`src/pmcap_defines.svh`:
```
// Offsets, field positions, reset values and fixed codes of the capability report
`ifndef PMCAP_DEFINES_SVH
`define PMCAP_DEFINES_SVH

// Configuration-space offset of the capability report (byte offset as printed)
`define PMCAP_REPORT_OFFSET      8'h46
// Value of the report after reset
`define PMCAP_REPORT_RESET       16'h6411

// Field positions inside the report
`define PMCAP_BIT_WAKE_COLD      15
`define PMCAP_BIT_WAKE_HOT       14
`define PMCAP_BIT_WAKE_D2        13
`define PMCAP_BIT_STATE_TWO      10
`define PMCAP_BIT_STATE_ONE      9
`define PMCAP_BIT_DYN_REPORT     8
`define PMCAP_BIT_DEV_INIT       5
`define PMCAP_BIT_AUX_SUPPLY     4
`define PMCAP_BIT_BUS_CLOCK      3

// Source bit positions in the miscellaneous configuration register
`define PMCAP_MISC_WAKE_COLD     15
`define PMCAP_MISC_WAKE_D2       13
`define PMCAP_MISC_STATE_TWO     10

// Reset values of the updatable bits
`define PMCAP_RST_WAKE_COLD      1'b0
`define PMCAP_RST_WAKE_D2        1'b1
`define PMCAP_RST_STATE_TWO      1'b1

// Fixed codes
`define PMCAP_WAKE_STATES_DFLT   4'hc
`define PMCAP_WAKE_HOT_FIXED     1'b1
`define PMCAP_WAKE_LOW_FIXED     2'h0
`define PMCAP_STATE_ONE_FIXED    1'b0
`define PMCAP_DYN_REPORT_FIXED   1'b0
`define PMCAP_RSVD_FIXED         2'h0
`define PMCAP_DEV_INIT_FIXED     1'b0
`define PMCAP_AUX_SUPPLY_FIXED   1'b1
`define PMCAP_BUS_CLOCK_FIXED    1'b0
`define PMCAP_REVISION_FIXED     3'h1

// Read data for an unmapped offset
`define PMCAP_UNMAPPED_DATA      16'h0000

`endif

```
`src/pmcap_pkg.sv`:
```
// Types shared by the capability report and its configuration port
package pmcap_pkg;

   // Configuration access from the host side
   typedef struct packed {
      logic [7:0]  addr;   // Byte offset in configuration space
      logic [15:0] wdata;  // Write data
      logic        wr;     // Write strobe, one cycle
      logic        rd;     // Read strobe, one cycle
   } pmcap_req_t;

   // Field layout of the capability report
   typedef struct packed {
      logic       wake_from_cold_capable;     // Bit 15
      logic [3:0] wake_source_states;         // Bits 14..11
      logic       state_two_supported;        // Bit 10
      logic       state_one_supported;        // Bit 9
      logic       dynamic_power_report;       // Bit 8
      logic [1:0] reserved;                   // Bits 7..6
      logic       device_init_needed;         // Bit 5
      logic       auxiliary_supply_needed;    // Bit 4
      logic       wake_needs_bus_clock;       // Bit 3
      logic [2:0] power_interface_revision;   // Bits 2..0
   } pmcap_caps_t;

endpackage

```
`src/pmcap_cfg_port.sv`:
```
// Configuration read port: offset decode and registered read data
`timescale 1ns/1ps
`include "pmcap_defines.svh"

module pmcap_cfg_port #(
   parameter int         ADDR_W = 8,
   parameter int         DATA_W = 16,
   parameter [ADDR_W-1:0] OFFSET = `PMCAP_REPORT_OFFSET
) (
   input  wire logic              clk,
   input  wire logic              rst_n,
   input  wire logic [ADDR_W-1:0] addr,
   input  wire logic              rd,
   input  wire logic              wr,
   input  wire logic [DATA_W-1:0] reg_value,
   output logic                   hit_wr,
   output logic [DATA_W-1:0]      rdata
);

   logic [DATA_W-1:0] rdata_q;   // Read data, valid one cycle after the strobe

   // Decode of the one mapped offset
   function automatic logic offset_hit(input logic [ADDR_W-1:0] a);
      return a == OFFSET;
   endfunction

   // Write to the report, flagged so the owner can ignore it
   assign hit_wr = wr && offset_hit(addr);

   // Read data stand only in the cycle after the read strobe
   always_ff @(posedge clk or negedge rst_n) begin
      if (!rst_n) begin
         rdata_q <= '0;
      end else if (rd && offset_hit(addr)) begin
         rdata_q <= reg_value;
      end else begin
         // Unmapped offset or idle cycle reads as zero
         rdata_q <= DATA_W'(`PMCAP_UNMAPPED_DATA);
      end
   end

   assign rdata = rdata_q;

endmodule

```
`src/pmcap_report.sv`:
```
// Power-management capability report with its configuration read port
`timescale 1ns/1ps
`include "pmcap_defines.svh"

module pmcap_report (
   input  wire logic                clk,
   input  wire logic                rst_n,
   input  wire pmcap_pkg::pmcap_req_t  cfg_req,
   output logic [15:0]              cfg_rdata,
   input  wire logic [15:0]         misc_cfg,
   input  wire logic                misc_update,
   output pmcap_pkg::pmcap_caps_t   caps,
   output logic                     write_ignored
);
   import pmcap_pkg::*;

   // Updatable capability bits, mirrored from the misc register
   logic        wake_cold_q;         // Wake from cold-off capable
   logic        wake_cold_d;         // Next value
   logic        wake_d2_q;           // Wake from state two enabled
   logic        wake_d2_d;           // Next value
   logic        state_two_q;         // State two supported
   logic        state_two_d;         // Next value

   // Assembled report and its flat form
   pmcap_caps_t caps_w;              // Report fields
   logic [15:0] caps_flat;           // Report as read by the host

   // Write decode from the port
   logic        hit_wr;              // Host write to the report offset
   logic        write_ignored_q;     // Registered notice of a dropped write

   // Helper state for checks only
   logic        loaded_q;            // A misc update has been taken
   logic        rd_hit;              // Read strobe at the report offset
   logic        wr_hit;              // Write strobe at the report offset

   // Next values of the mirrored bits
   always_comb begin
      wake_cold_d = wake_cold_q;
      wake_d2_d   = wake_d2_q;
      state_two_d = state_two_q;
      // Misc register loaded from EEPROM or rewritten by the host
      if (misc_update) begin
         wake_cold_d = misc_cfg[`PMCAP_MISC_WAKE_COLD];
         wake_d2_d   = misc_cfg[`PMCAP_MISC_WAKE_D2];
         state_two_d = misc_cfg[`PMCAP_MISC_STATE_TWO];
      end
   end

   // Mirror flip-flops; the host write path never reaches them
   always_ff @(posedge clk or negedge rst_n) begin
      if (!rst_n) begin
         wake_cold_q <= `PMCAP_RST_WAKE_COLD;
         wake_d2_q   <= `PMCAP_RST_WAKE_D2;
         state_two_q <= `PMCAP_RST_STATE_TWO;
      end else begin
         wake_cold_q <= wake_cold_d;
         wake_d2_q   <= wake_d2_d;
         state_two_q <= state_two_d;
      end
   end

   // Assemble the report from mirrored and fixed fields
   always_comb begin
      caps_w = '0;
      caps_w.wake_from_cold_capable   = wake_cold_q;
      // Hot-off fixed on, state two follows misc, low bits fixed off
      caps_w.wake_source_states = {`PMCAP_WAKE_HOT_FIXED, wake_d2_q,
                                   `PMCAP_WAKE_LOW_FIXED};
      caps_w.state_two_supported      = state_two_q;
      caps_w.state_one_supported      = `PMCAP_STATE_ONE_FIXED;
      caps_w.dynamic_power_report     = `PMCAP_DYN_REPORT_FIXED;
      caps_w.reserved                 = `PMCAP_RSVD_FIXED;
      caps_w.device_init_needed       = `PMCAP_DEV_INIT_FIXED;
      caps_w.auxiliary_supply_needed  = `PMCAP_AUX_SUPPLY_FIXED;
      caps_w.wake_needs_bus_clock     = `PMCAP_BUS_CLOCK_FIXED;
      caps_w.power_interface_revision = `PMCAP_REVISION_FIXED;
   end

   assign caps_flat = caps_w;
   assign caps      = caps_w;

   // Offset decode and registered read data
   pmcap_cfg_port #(
      .ADDR_W (8),
      .DATA_W (16),
      .OFFSET (`PMCAP_REPORT_OFFSET)
   ) u_port (
      .clk       (clk),
      .rst_n     (rst_n),
      .addr      (cfg_req.addr),
      .rd        (cfg_req.rd),
      .wr        (cfg_req.wr),
      .reg_value (caps_flat),
      .hit_wr    (hit_wr),
      .rdata     (cfg_rdata)
   );

   // Dropped host write, reported one cycle later for debug
   always_ff @(posedge clk or negedge rst_n) begin
      if (!rst_n) begin
         write_ignored_q <= 1'b0;
      end else begin
         write_ignored_q <= hit_wr;
      end
   end

   assign write_ignored = write_ignored_q;

   // Report-offset strobes, read only by the checks below
   assign rd_hit = cfg_req.rd && (cfg_req.addr == `PMCAP_REPORT_OFFSET);
   assign wr_hit = cfg_req.wr && (cfg_req.addr == `PMCAP_REPORT_OFFSET);

   // Records the first misc update so reset-value checks know when to stop
   always_ff @(posedge clk or negedge rst_n) begin
      if (!rst_n) begin
         loaded_q <= 1'b0;
      end else if (misc_update) begin
         loaded_q <= 1'b1;
      end
   end

   // Cold-off wake bit copies misc bit 15 one cycle after an update
   a_cold_wake_mirror: assert property (
      @(posedge clk) disable iff (!rst_n)
      misc_update |=> caps.wake_from_cold_capable == $past(misc_cfg[`PMCAP_MISC_WAKE_COLD])
   ) else $error("cold wake bit did not follow misc bit 15");

   // Wake-state field keeps hot-off set and the two low bits clear
   a_wake_field_fixed: assert property (
      @(posedge clk) disable iff (!rst_n)
      caps.wake_source_states[3] == 1'b1 && caps.wake_source_states[1:0] == 2'h0
   ) else $error("wake state field fixed bits wrong");

   // Wake-from-two bit copies misc bit 13 after an update
   a_d2_wake_follow: assert property (
      @(posedge clk) disable iff (!rst_n)
      misc_update |=> caps.wake_source_states[2] == $past(misc_cfg[`PMCAP_MISC_WAKE_D2])
   ) else $error("state two wake bit did not follow misc bit 13");

   // State-two support bit copies misc bit 10 after an update
   a_state_two_supported_mirror: assert property (
      @(posedge clk) disable iff (!rst_n)
      misc_update |=> caps.state_two_supported == $past(misc_cfg[`PMCAP_MISC_STATE_TWO])
   ) else $error("state two support bit did not follow misc bit 10");

   // Without an update the mirrored bits hold for two cycles
   a_mirror_hold: assert property (
      @(posedge clk) disable iff (!rst_n)
      !misc_update ##1 !misc_update |->
         $stable(caps.wake_from_cold_capable) && $stable(caps.state_two_supported)
         && $stable(caps.wake_source_states)
   ) else $error("mirrored bits changed without a misc update");

   // State one never advertised, seen on the read port too
   a_state_one_zero: assert property (
      @(posedge clk) disable iff (!rst_n)
      (cfg_req.rd && cfg_req.addr == `PMCAP_REPORT_OFFSET) |=> cfg_rdata[9] == 1'b0
   ) else $error("state one support read as set");

   // Dynamic power data never advertised
   a_dyn_report_zero: assert property (
      @(posedge clk) disable iff (!rst_n)
      (cfg_req.rd && cfg_req.addr == `PMCAP_REPORT_OFFSET) |=> cfg_rdata[8] == 1'b0
   ) else $error("dynamic power bit read as set");

   // Reserved pair reads zero
   a_reserved_zero: assert property (
      @(posedge clk) disable iff (!rst_n)
      (cfg_req.rd && cfg_req.addr == `PMCAP_REPORT_OFFSET) |=> cfg_rdata[7:6] == 2'h0
   ) else $error("reserved bits read as nonzero");

   // No device-specific initialization advertised
   a_dev_init_zero: assert property (
      @(posedge clk) disable iff (!rst_n)
      caps.device_init_needed == 1'b0
   ) else $error("device init bit set");

   // Auxiliary supply always needed, also on the read port
   a_aux_supply_one: assert property (
      @(posedge clk) disable iff (!rst_n)
      (cfg_req.rd && cfg_req.addr == `PMCAP_REPORT_OFFSET) |=> cfg_rdata[4] == 1'b1
   ) else $error("auxiliary supply bit read as clear");

   // No bus clock needed for wake
   a_bus_clock_zero: assert property (
      @(posedge clk) disable iff (!rst_n)
      caps.wake_needs_bus_clock == 1'b0
   ) else $error("bus clock bit set");

   // Revision code on the read port
   a_revision_code: assert property (
      @(posedge clk) disable iff (!rst_n)
      (cfg_req.rd && cfg_req.addr == `PMCAP_REPORT_OFFSET) |=> cfg_rdata[2:0] == 3'h1
   ) else $error("revision field not 001b");

   // Before any misc update the report reads its reset value
   a_reset_value: assert property (
      @(posedge clk) disable iff (!rst_n)
      (!loaded_q && !misc_update && cfg_req.rd && cfg_req.addr == `PMCAP_REPORT_OFFSET)
         |=> cfg_rdata == `PMCAP_REPORT_RESET
   ) else $error("report not 6411h before first update");

   // A read elsewhere returns zero, and data stand only one cycle
   a_read_decode: assert property (
      @(posedge clk) disable iff (!rst_n)
      !(cfg_req.rd && cfg_req.addr == `PMCAP_REPORT_OFFSET) |=> cfg_rdata == 16'h0000
   ) else $error("read data nonzero outside a report read");

   // A host write alone changes nothing in the report
   a_write_ignored: assert property (
      @(posedge clk) disable iff (!rst_n)
      (wr_hit && !misc_update) |=> $stable(caps) && write_ignored
   ) else $error("host write altered the report");

   // Cold-off wake bit reaches the read port unchanged
   a_cold_read_back: assert property (
      @(posedge clk) disable iff (!rst_n)
      rd_hit |=> cfg_rdata[`PMCAP_BIT_WAKE_COLD] == $past(caps.wake_from_cold_capable)
   ) else $error("cold wake bit differs on the read port");

   // Hot-off wake bit reads as set
   a_hot_wake_read: assert property (
      @(posedge clk) disable iff (!rst_n)
      rd_hit |=> cfg_rdata[`PMCAP_BIT_WAKE_HOT] == `PMCAP_WAKE_HOT_FIXED
   ) else $error("hot wake bit read as clear");

   // Two low wake-state bits read as clear
   a_low_wake_read: assert property (
      @(posedge clk) disable iff (!rst_n)
      rd_hit |=> cfg_rdata[12:11] == `PMCAP_WAKE_LOW_FIXED
   ) else $error("low wake state bits read as set");

   // Wake-from-two bit reaches the read port unchanged
   a_d2_wake_read: assert property (
      @(posedge clk) disable iff (!rst_n)
      rd_hit |=> cfg_rdata[`PMCAP_BIT_WAKE_D2] == $past(caps.wake_source_states[2])
   ) else $error("state two wake bit differs on the read port");

   // State-two support bit reaches the read port unchanged
   a_state_two_supported_read: assert property (
      @(posedge clk) disable iff (!rst_n)
      rd_hit |=> cfg_rdata[`PMCAP_BIT_STATE_TWO] == $past(caps.state_two_supported)
   ) else $error("state two support bit differs on the read port");

   // All three mirrored bits take the loaded image together
   a_update_takes_image: assert property (
      @(posedge clk) disable iff (!rst_n)
      misc_update |=> {caps.wake_from_cold_capable, caps.wake_source_states[2],
         caps.state_two_supported} == $past({misc_cfg[`PMCAP_MISC_WAKE_COLD],
         misc_cfg[`PMCAP_MISC_WAKE_D2], misc_cfg[`PMCAP_MISC_STATE_TWO]})
   ) else $error("mirrored bits did not take the loaded image");

   // A loaded image stays put once the pulse has gone
   a_update_then_hold: assert property (
      @(posedge clk) disable iff (!rst_n)
      misc_update ##1 !misc_update |=> $stable(caps)
   ) else $error("report moved after the update pulse ended");

   // State one never advertised in the live fields
   a_state_one_caps: assert property (
      @(posedge clk) disable iff (!rst_n)
      caps.state_one_supported == `PMCAP_STATE_ONE_FIXED
   ) else $error("state one support field set");

   // Dynamic power data never advertised in the live fields
   a_dyn_report_caps: assert property (
      @(posedge clk) disable iff (!rst_n)
      caps.dynamic_power_report == `PMCAP_DYN_REPORT_FIXED
   ) else $error("dynamic power field set");

   // Reserved pair clear in the live fields
   a_reserved_caps: assert property (
      @(posedge clk) disable iff (!rst_n)
      caps.reserved == `PMCAP_RSVD_FIXED
   ) else $error("reserved field nonzero");

   // No device-specific initialization seen on the read port
   a_dev_init_read: assert property (
      @(posedge clk) disable iff (!rst_n)
      rd_hit |=> cfg_rdata[`PMCAP_BIT_DEV_INIT] == `PMCAP_DEV_INIT_FIXED
   ) else $error("device init bit read as set");

   // Auxiliary supply flag set in the live fields
   a_aux_supply_caps: assert property (
      @(posedge clk) disable iff (!rst_n)
      caps.auxiliary_supply_needed == `PMCAP_AUX_SUPPLY_FIXED
   ) else $error("auxiliary supply field clear");

   // No bus clock needed, seen on the read port
   a_bus_clock_read: assert property (
      @(posedge clk) disable iff (!rst_n)
      rd_hit |=> cfg_rdata[`PMCAP_BIT_BUS_CLOCK] == `PMCAP_BUS_CLOCK_FIXED
   ) else $error("bus clock bit read as set");

   // Revision code in the live fields
   a_revision_caps: assert property (
      @(posedge clk) disable iff (!rst_n)
      caps.power_interface_revision == `PMCAP_REVISION_FIXED
   ) else $error("revision field wrong in live fields");

   // Live fields hold the reset value until the first load
   a_reset_fields: assert property (
      @(posedge clk) disable iff (!rst_n)
      !loaded_q |-> caps == `PMCAP_REPORT_RESET
   ) else $error("live fields not at reset value before first load");

   // A report read returns the whole report of the strobe cycle
   a_read_back_whole: assert property (
      @(posedge clk) disable iff (!rst_n)
      rd_hit |=> cfg_rdata == $past(caps_flat)
   ) else $error("read data differ from the report");

   // No notice without a write to the report offset
   a_write_notice_pulse: assert property (
      @(posedge clk) disable iff (!rst_n)
      !wr_hit |=> !write_ignored
   ) else $error("write notice without a report write");

   // A write to any offset leaves the report alone
   a_other_write_quiet: assert property (
      @(posedge clk) disable iff (!rst_n)
      (cfg_req.wr && !misc_update) |=> $stable(caps)
   ) else $error("write to another offset altered the report");

   // Every notice traces back to a report write
   a_notice_from_hit: assert property (
      @(posedge clk) disable iff (!rst_n)
      write_ignored |-> $past(wr_hit)
   ) else $error("write notice with no write before it");

endmodule

```
`config.mk`:
```
export PLATFORM = sky130hd
export DESIGN_NAME = pmcap_report
export DESIGN_NICKNAME = d
export VERILOG_FILES = /design/src/pmcap_pkg.sv /design/src/pmcap_cfg_port.sv /design/src/pmcap_report.sv
export VERILOG_INCLUDE_DIRS = /design/src /design/src/src
export SDC_FILE = /design/constraint.sdc
export NUM_CORES = 1
export LEC_CHECK = 0
export ABC_AREA = 1
export BUFFER_PORTS_ARGS = -buffer_cell sky130_fd_sc_hd__buf_2
export CAP_MARGIN = 10
export CORE_MARGIN = 2
export CORE_UTILIZATION = 25
export CTS_CLUSTER_DIAMETER = 80
export DETAILED_ROUTE_END_ITERATION = 7
export GPL_TIMING_DRIVEN = 0
export HOLD_SLACK_MARGIN = 0.12
export PLACE_DENSITY_LB_ADDON = 0.1
export SETUP_SLACK_MARGIN = 0.05
export SYNTH_ARGS = -nofsm -noshare
export SYNTH_HDL_FRONTEND = slang
export SYNTH_HIERARCHICAL = 1
export SYNTH_SLANG_ARGS = --single-unit
```
`constraint.sdc`:
```
create_clock -name clk -period 0.87 [get_ports clk]
set_clock_uncertainty 0.05 [all_clocks]
set_input_delay 0.174 -clock clk [delete_from_list [all_inputs] [get_ports clk]]
set_output_delay 0.174 -clock clk [all_outputs]
set_load 0.02 [all_outputs]
```
==> impl_results.md, run 1 <==
- Outcome: finished with violations
- Failing checks: setup timing
- WL/cell: 7.13 µm
- Number of flops mapped to enable cells by yosys: 0
- Core Area: 0.00361 mm²
- Placed instance area: 0.00130 mm²
- Critical Path Source: state_two_q
- Final setup vio count: 22
- Yosys warns: 6
- Vias per inst: 3.18
- Final worst-path cycle share: 1.38
- I/O pins: 78
- Reg2reg path depth: 4
- Finished Layout Cells: 212
- Vias in the first global route: 661
- # DRC: 0
- Chip width: 64.6 µm
- Top cells by count, synth: inv_1 (21), dfrtp_1 (18), buf_4 (16)
- Final ANT Viol Nets: 0
- Fmax: 834 MHz
- Die ar.: 0.00417 mm²
- GRT Overall Usage: 0.0831
- Kind of end point of the critical path: primary output
- Max cap viols: 0
- Share of cells above drive strength 1: 0.506
- Post-route cell area: 0.00155 mm²
- Sequential area share after synthesis: 0.548
- First-pass GRT wire length: 2580 µm
- Hold path depth: 3
- WP data arrival: 970 ps
- Area growth syn-to-layout: 68.8%
- ANT cells: 0
- HP Start: misc_cfg[15]
- Leak: 0.853 nW
- Final nets: 210
- Grt ovf: 0
- Hold Buf Count CTS: 3
- Yosys top cell by area: dfrtp_1
- VDD IR max: 0.000473 V
- Rows: 22
- Hold Crit Class: in2reg
- Drt pass-1 iters: 4
- Count leader, synth: inv_1
- CP Data Required Time: 650 ps
- Synth area leaders: dfrtp_1 (49%), buf_4 (13%), inv_1 (8.6%)
- Largest net degree at the start of global routing: 21
- Max-slew violation total from the final report: 0
- Power Dens Cells: 1240 mW/mm²
- Critical path launch point type: flop
- Fillcell total: 353
- Final WL: 1510 µm
- Register bit count reported by yosys: 20
- Initial antenna violation count: 0
- Post-route setup slack: -329 ps
- Post-synth top area share: 0.491
- CTS tree: done
- Clock-pin slew on the worst setup and hold paths: 70 ps
- Post-Syn Instances: 94
- Post-synth cell types: 14
- H-tree depth: 1
- Mean instance size in the synthesized netlist: 9.76 µm²
- CTS max path bufs: 2
- Dpl hpwl: 1110 µm
- Critical R2R Launch: state_two_q
- Synthesized cell area: 917 µm²
- Ys async rst share: 1.00
- Worst setup path category: reg2out
- Hold Fails Final Rpt: 0
- Inserted Clock Buffers: 3
- Die Y: 64.6 µm
- Initial DRC count: 7
- Initial core utilization: 0.254
- Final TNS setup: -2830 ps
- Via count: 675
- Final GP Congestion: 0.737
- Post-Place Cells: 201
- Ys flop type: dfrtp_1
- Clock latency on the worst-skew pair: 250 ps
- Design Power: 1.91 mW
- CTS Root Buffer Type: clkbuf_8
- CP max FO: 2
- Period minus WS final: 1200 ps
- Port Buffer Count: 35
- Setup repair after global routing missed its margin: yes
- Clock Sinks: 20
## cells in the final DEF, fill, tap and decap left out, drive strengths merged
cell type and instances:
and3 1, buf 55, clkbuf 5, dlygate4sd3 3, dfrtp 18, dfstp 2, nor2 18, nand3 1
conb 26, nand2 13, inv 22
## metrics by stage
stage          utilization  hold slack [ps]  setup WS, ps
2_1_floorplan            -             -172          15.0
3_3_place_gp         0.362             90.4          -197
3_5_place_dp         0.362             95.5          -209
4_1_cts              0.424             70.3          -343
5_1_grt              0.429             99.7          -376
6_report             0.429             93.9          -329
## logic make-up after synthesis
logic type | Yosys count | synth area share
buffers and inverters | 39 | 0.233
DFF | 20 | 0.548
other | 2 | 0.00819
and+or+nand+nor | 33 | 0.210
## worst paths after layout
kind	slack (ps)	end
worst max-delay path	-330	caps[10]
max in group asynchronous	180	wake_d2_q
worst min-delay path	90	wake_cold_q
worst max register to register	-60	u_port/rdata[10]
min in group asynchronous	320	wake_cold_q
worst min register to register	550	wake_d2_q
## flip-flops by register name, indices dropped and copies added (netlist names)
name	count
u_port/rdata	16
wake_d2_q	1
state_two_q	1
wake_cold_q	1
write_ignored	1
## metal layers
layer,track usage,up-vias,part of all wire
met2,0.150,28,0.54
met1,0.0753,285,0.36
met4,0.0745,0,0.024
met5,0,-,0
met3,0.0226,4,0.074
li1,-,358,-
## final cells by class
type / instances / area, µm² / area share
inverter: 22 / 108 / 0.0695
buffer: 17 / 151 / 0.0978
timing repair buffer: 42 / 370 / 0.239
tap: 48 / 60.1 / 0.0388
clock buffer: 4 / 45.0 / 0.0291
sequential: 20 / 503 / 0.325
multi-input combinational: 59 / 310 / 0.200
## power breakdown
group / internal [mW] / total, mW / switching, mW
logic: 0.173 / 0.357 / 0.184
registers: 0.949 / 0.960 / 0.0104
clock network: 0.325 / 0.596 / 0.271
total: 1.45 / 1.91 / 0.466
## what timing repair did
item	CTS	global route
buffers inserted	3	1
endpoints found under the hold margin	22	3
resized for setup	42	3
endpoints found under the setup margin	21	45
## critical path, cell delays in order, from the launching register on
cell,delay (ps)
dfstp_2,540
buf_6,90
buf_6,100
Power figures use the tool's default switching activity.
==> inputs of run 2 (changes only) <==
Settings changed: SKIP_CTS_REPAIR_TIMING set to 1.
==> run 2 against run 1 <==
  * The run ends with hold timing, setup timing left
  * Routed wire length is 3.6% lower
  * Register-to-register slack better by 70 ps
  * Cell count is 0.47% lower
  * Non-clock buffer count is 1 lower
  * Clock power is 0.7% higher
  * Setup slack worse by 26 ps
  * First-iteration DRC count is 14% lower
  * Design area is 1.3% lower
  * Clock-buffer cell count stayed put
  * Global-route usage is 0.63 points lower
  * Utilization is 0.56 points lower
  * Sequential share of layout area is 0.43 points higher
  * Critical path type unchanged
  * Largest power group unchanged
==> impl_results.md, run 2 (synthesized netlist as in run 1, its figures left out) <==
- Outcome: finished with violations (unchanged)
- Failing checks: hold timing, setup timing (was setup timing)
- Clock Sinks: 20 (unchanged)
- Critical Path Source: wake_d2_q (was state_two_q)
- Reg power frac: 0.509 (was 0.502)
- Grt ovf: 0 (unchanged)
- Clock latency on the worst-skew pair: 250 ps (about the same)
- Placement Setup Slack: -209 ps (unchanged)
- CP cell instances: buf_6 > buf_6 (unchanged)
- Final hold slack: -189 ps (was 93.9 ps)
- Crit-path slowest cell: dfstp_2 (unchanged)
- I/O pins: 78 (unchanged)
- Pint: 1.43 mW (was 1.45 mW)
- Post-route setup slack: -354 ps (was -329 ps)
- Flop-to-flop setup slack: 10 ps (was -60 ps)
- Register Area: 503 µm² (unchanged)
- Initial DRC count: 6 (was 7)
- Gate power share: 0.174 (was 0.187)
- Hold Fails Final Rpt: 18 (was 0)
- Final nets: 209 (was 210)
- Share of cells above drive strength 1: 0.509 (was 0.506)
- Setup repair after global routing missed its margin: yes (unchanged)
- First-pass GRT wire length: 2380 µm (was 2580 µm)
- VDD IR max: 0.000479 V (was 0.000473 V)
- Max-slew violation total from the final report: 0 (unchanged)
- Dpl hpwl: 1110 µm (unchanged)
- Via count: 666 (was 675)
- Commonest non-fill, non-tap cell in the layout: conb_1 (unchanged)
- Period minus WS final: 1220 ps (was 1200 ps)
- Final ANT Viol Nets: 0 (unchanged)
- Chip width: 64.6 µm (unchanged)
- CTS Root Buffer Type: clkbuf_8 (unchanged)
- Core Area: 0.00361 mm² (unchanged)
- Vias per inst: 3.16 (was 3.18)
- Fillcell total: 355 (was 353)
- Largest net degree at the start of global routing: 21 (unchanged)
- Area growth syn-to-layout: 66.6% (was 68.8%)
- Sw Ratio: 0.245 (was 0.244)
- Clk network pwr share: 0.317 (was 0.312)
- Inserted Clock Buffers: 3 (unchanged)
- Max cap viols: 0 (unchanged)
- CTS tree: done (unchanged)
- Critical R2R Launch: wake_d2_q (was state_two_q)
- Max reg flops: 16 (unchanged)
- GR peak layer: met2 (unchanged)
- ANT cells: 0 (unchanged)
- CP peak stage delay: 560 ps (was 540 ps)
- Crit Reg-Reg Endpoint: wake_d2_q (was u_port/rdata[10])
- Power Dens Cells: 1240 mW/mm² (about the same)
- Rows: 22 (unchanged)
- Leak: 0.845 nW (was 0.853 nW)
- Initial core utilization: 0.254 (unchanged)
- Port Buffer Count: 35 (unchanged)
- Critical Path End: caps[13] (was caps[10])
- Layout Utilization: 0.424 (was 0.429)
- Initial antenna violation count: 0 (unchanged)
- Met3 Use GR: 0.0243 (was 0.0226)
- Drt pass-1 iters: 4 (unchanged)
- CTS max path bufs: 2 (unchanged)
- Die ar.: 0.00417 mm² (unchanged)
- Final worst-path cycle share: 1.41 (was 1.38)
- Hold Crit Class: in2async (was in2reg)
- Most frequent cells in the layout: conb_1 (26), buf_6 (23), dfrtp_1 (18), buf_4 (17), inv_1 (16) (was conb_1 (26), buf_6 (25), dfrtp_1 (18), inv_1 (16), buf_4 (15))
- Area of the multi-input gates: 310 µm² (unchanged)
- CP max FO: 3 (was 2)
- Fmax: 817 MHz (was 834 MHz)
- Kind of end point of the critical path: primary output (unchanged)
- Met2 Use GR: 0.142 (was 0.150)
- Met1 Usage GRT: 0.0666 (was 0.0753)
- Die Y: 64.6 µm (unchanged)
- Critical path launch point type: flop (unchanged)
- Final GP Congestion: 0.737 (unchanged)
- H-tree depth: 1 (unchanged)
- Final WL: 1460 µm (was 1510 µm)
- CP Data Required Time: 650 ps (about the same)
- Worst setup path category: reg2out (unchanged)
- Clock-pin slew on the worst setup and hold paths: 70 ps (about the same)
- Most frequent CP cell: buf_6 (unchanged)
- Net Switching: 464 µW (was 466 µW)
- WL/cell: 6.90 µm (was 7.13 µm)
- WP data arrival: 1000 ps (was 970 ps)
- # DRC: 0 (unchanged)
- Reg2reg path depth: 3 (was 4)
- Vias in the first global route: 603 (was 661)
- Final setup vio count: 20 (was 22)
- GRT Overall Usage: 0.0768 (was 0.0831)
-- run 2: cell count changes in the layout (fill, tap and decap cells not counted) --
cell and change:
clkbuf_4 -1, buf_4 +2, dlygate4sd3_1 -1, buf_6 -2, buf_2 +1
-- run 2: per-stage QoR --
step	hold WS (ps)	instance area [µm²]	TNS, ps	instances	total power, mW
floorplan	-172	1070	0	118	1.19
global placement	90.4	1300	-862	201	1.27
detailed placement	95.5	1300	-953	201	1.27
CTS	-183	1350	-3320	205	1.89
global route	-161	1530	-3530	211	2.02
finish	-189	1530	-2790	211	1.89
-- run 2: worst max-delay path, delay by kind of cell, from the launching register on --
family / cells / cell delay, ps
flops: 1 / 560
buf+inv: 2 / 190
-- run 2: worst min path at each step --
stage / endpoint / slack, ps / depth (start not counted)
2_1_floorplan: u_port/rdata[0] / -170 / 0
3_3_place_gp: wake_cold_q / 90 / 1
3_5_place_dp: wake_cold_q / 100 / 1
4_1_cts: u_port/rdata[13] / -180 / 1
5_1_grt: u_port/rdata[0] / -160 / 1
6_report: wake_cold_q / -190 / 1
-- run 2: power by group through the flow --
stage / clock [mW] / combinational, mW / sequential [mW]
after CTS: 0.640 / 0.289 / 0.961
after detailed placement: 0 / 0.289 / 0.979
after global placement: 0 / 0.286 / 0.979
after floorplan: 0 / 0.210 / 0.977
after global routing: 0.690 / 0.364 / 0.964
final: 0.600 / 0.329 / 0.962
-- run 2: final cells by class --
cell class | instances | share of cell area
Buffer | 17 | 0.0991
Timing Repair Buffer | 41 | 0.229
Multi-Input combinational cell | 59 | 0.203
Inverter | 22 | 0.0704
Sequential cell | 20 | 0.329
Clock buffer | 4 | 0.0295
Tap cell | 48 | 0.0393
-- run 2: per-layer routing --
metal  vias to the layer above  part of all wire
li1                        355                 -
met1                       283              0.36
met2                        26              0.54
met3                         2             0.079
met4                         0             0.019
met5                         -                 0
==> inputs of run 3 (changes only) <==
Settings changed: SYNTH_HIERARCHICAL 1 to unset.
==> run 3 against run 2 <==
  * The run ends with setup timing left
  * Global-route usage fell by 0.92 points
  * Synthesized area fell by 41%
  * Cell count fell by 32%
  * Synthesized cell count fell by 32%
  * Via count fell by 33%
  * Worst hold slack improved by 260 ps
  * Power fell by 45%
  * Highest routed layer unchanged
==> impl_results.md, run 3 <==
- Outcome: finished with violations (unchanged)
- Failing checks: setup timing (was hold timing, setup timing)
- Yosys top cell by area: buf_4 (was dfrtp_1)
- Synth area leaders: buf_4 (39%), dfrtp_1 (28%), dfstp_2 (9.8%) (was dfrtp_1 (49%), buf_4 (13%), inv_1 (8.6%))
- Fmax: 835 MHz (was 817 MHz)
- WL/cell: 5.93 µm (was 6.90 µm)
- Die Y: 50.3 µm (was 64.6 µm)
- Final setup vio count: 12 (was 20)
- Sequential area share after synthesis: 0.378 (was 0.548)
- Final nets: 163 (was 209)
- Met3 Use GR: 0.0179 (was 0.0243)
- Placement Setup Slack: -102 ps (was -209 ps)
- Post-route setup slack: -328 ps (was -354 ps)
- Area of the multi-input gates: 178 µm² (was 310 µm²)
- Rows: 16 (was 22)
- Drt pass-1 iters: 2 (was 4)
- Final ANT Viol Nets: 0 (unchanged)
- GRT Overall Usage: 0.0676 (was 0.0768)
- Ys async rst share: 1.00 (unchanged)
- CP max FO: 2 (was 3)
- Vias in the first global route: 298 (was 603)
- Post-synth top area share: 0.392 (was 0.491)
- Inserted Clock Buffers: 3 (unchanged)
- Via count: 447 (was 666)
- Met1 Usage GRT: 0.0647 (was 0.0666)
- Initial DRC count: 4 (was 6)
- WP data arrival: 970 ps (was 1000 ps)
- Largest net degree at the start of global routing: 9 (was 21)
- # DRC: 0 (unchanged)
- Final WL: 854 µm (was 1460 µm)
- Crit path buf inv count: 2 (unchanged)
- Dpl hpwl: 730 µm (was 1110 µm)
- Count leader, synth: buf_4 (was inv_1)
- CTS max path bufs: 2 (unchanged)
- Reg2reg path depth: 3 (unchanged)
- Hold Crit Class: in2reg (was in2async)
- CP Data Required Time: 650 ps (about the same)
- Flop-to-flop setup slack: -40 ps (was 10 ps)
- Number of flops mapped to enable cells by yosys: 0 (unchanged)
- ANT cells: 0 (unchanged)
- Crit-path slowest cell: dfstp_2 (unchanged)
- CTS Root Buffer Type: clkbuf_4 (was clkbuf_8)
- CP cell instances: buf_6 > buf_6 (unchanged)
- Initial antenna violation count: 0 (unchanged)
- Ys flop type: dfrtp_1 (unchanged)
- Most frequent CP cell: buf_6 (unchanged)
- WHS Endpoint: wake_d2_q
- Setup repair after global routing missed its margin: yes (unchanged)
- Leak: 0.558 nW (was 0.845 nW)
- Port Buffer Count: 25 (was 35)
- Dominant delay contributor by cell family on the critical path: flip-flops (unchanged)
- Clock latency on the worst-skew pair: 250 ps (about the same)
- Post-synth cell types: 11 (was 14)
- Hold Fails Final Rpt: 0 (was 18)
- Commonest non-fill, non-tap cell in the layout: buf_4 (was conb_1)
- Max reg flops: 4 (was 16)
- Grt ovf: 0 (unchanged)
- Worst setup path category: reg2out (unchanged)
- Critical path launch point type: flop (unchanged)
- Met2 Use GR: 0.107 (was 0.142)
- Area growth syn-to-layout: 71.8% (was 66.6%)
- VDD IR max: 0.000466 V (was 0.000479 V)
- Register bit count reported by yosys: 8 (was 20)
- Hold path depth: 2
- GR peak layer: met2 (unchanged)
- I/O pins: 78 (unchanged)
- Chip width: 50.3 µm (was 64.6 µm)
- Synthesized cell area: 537 µm² (was 917 µm²)
- CP peak stage delay: 540 ps (was 560 ps)
- Vias per inst: 3.10 (was 3.16)
- Die ar.: 0.00253 mm² (was 0.00417 mm²)
- Layout Utilization: 0.461 (was 0.424)
- Core Area: 0.00200 mm² (was 0.00361 mm²)
- Power Dens Cells: 1120 mW/mm² (was 1240 mW/mm²)
- Most frequent cells in the layout: buf_4 (24), conb_1 (23), buf_6 (15), buf_2 (15) (was conb_1 (26), buf_6 (23), dfrtp_1 (18), buf_4 (17), inv_1 (16))
- Share of cells above drive strength 1: 0.590 (was 0.509)
- Fillcell total: 193 (was 355)
- Mean instance size in the synthesized netlist: 8.39 µm² (was 9.76 µm²)
- Critical R2R Launch: state_two_q (was wake_d2_q)
- Register Area: 204 µm² (was 503 µm²)
- CTS tree: done (unchanged)
- Max-slew violation total from the final report: 0 (unchanged)
- Period minus WS final: 1200 ps (was 1220 ps)
- Max cap viols: 0 (unchanged)
- First-pass GRT wire length: 1190 µm (was 2380 µm)
- HP Start: misc_update
- Final GP Congestion: 0.620 (was 0.737)
- Initial core utilization: 0.268 (was 0.254)
- Final worst-path cycle share: 1.38 (was 1.41)
- Post-Syn Instances: 64 (was 94)
- Crit Reg-Reg Endpoint: state_two_q (was wake_d2_q)
- Clock-pin slew on the worst setup and hold paths: 50 ps (was 70 ps)
- Yosys warns: 0 (was 6)
- Clock Sinks: 8 (was 20)
- Top cells by count, synth: buf_4 (28), inv_1 (9), nand2_1 (7) (was inv_1 (21), dfrtp_1 (18), buf_4 (16))
- Kind of end point of the critical path: primary output (unchanged)
- H-tree depth: 1 (unchanged)
run 3: cells by family after synthesis:
group                  share of synthesized area
AO/OA/AOI/OAI                             0.0280
buffers and inverters                      0.455
flip-flops                                 0.378
other                                     0.0140
AND/OR/NAND/NOR                            0.126
run 3: power breakdown:
| group | internal (mW) | switching [mW] | leakage (nW) | total (mW) |
|---|---|---|---|---|
| clock | 0.175 | 0.122 | 0.0150 | 0.298 |
| combinational | 0.164 | 0.171 | 0.442 | 0.335 |
| sequential | 0.392 | 0.00956 | 0.101 | 0.401 |
| total | 0.731 | 0.303 | 0.558 | 1.03 |
run 3: worst max-delay path by stage:
stage	from	end	slack (ps)	depth (start not counted)
final	wake_d2_q	caps[13]	-330	2
after global routing	state_two_q	caps[10]	-360	2
after CTS	state_two_q	caps[10]	-370	2
after detailed placement	state_two_q	caps[10]	-100	2
after global placement	state_two_q	caps[10]	-100	2
after floorplan	state_two_q	caps[10]	30	1
run 3: per-stage QoR:
stage / total power [mW] / std cells / area [µm²] / setup TNS (ps) / hold slack [ps]
2_1_floorplan: 0.637 / 85 / 632 / 0 / -172
3_3_place_gp: 0.693 / 137 / 791 / -208 / -25.8
3_5_place_dp: 0.694 / 137 / 791 / -225 / -26.5
4_1_cts: 0.995 / 141 / 817 / -2230 / -299
5_1_grt: 1.09 / 144 / 922 / -2280 / 89.1
6_report: 1.03 / 144 / 922 / -1920 / 75.2
run 3: worst register-to-register path: stages (launching register included):
cell and delay (ps):
dfstp_2 540, buf_4 110, inv_2 30, o21ai_1 120
run 3: final cells by class:
cell class / instances / area share
Multi-Input combinational cell: 40 / 0.193
Timing Repair Buffer: 29 / 0.246
Inverter: 9 / 0.0393
Clock buffer: 4 / 0.0285
Sequential cell: 8 / 0.221
Tap cell: 27 / 0.0366
Buffer: 27 / 0.236
run 3: routing by layer:
layer | share of wire | routed length, µm
met5 | 0 | 0
met4 | 0.013 | 11
met3 | 0.13 | 114
met2 | 0.50 | 428
met1 | 0.35 | 300
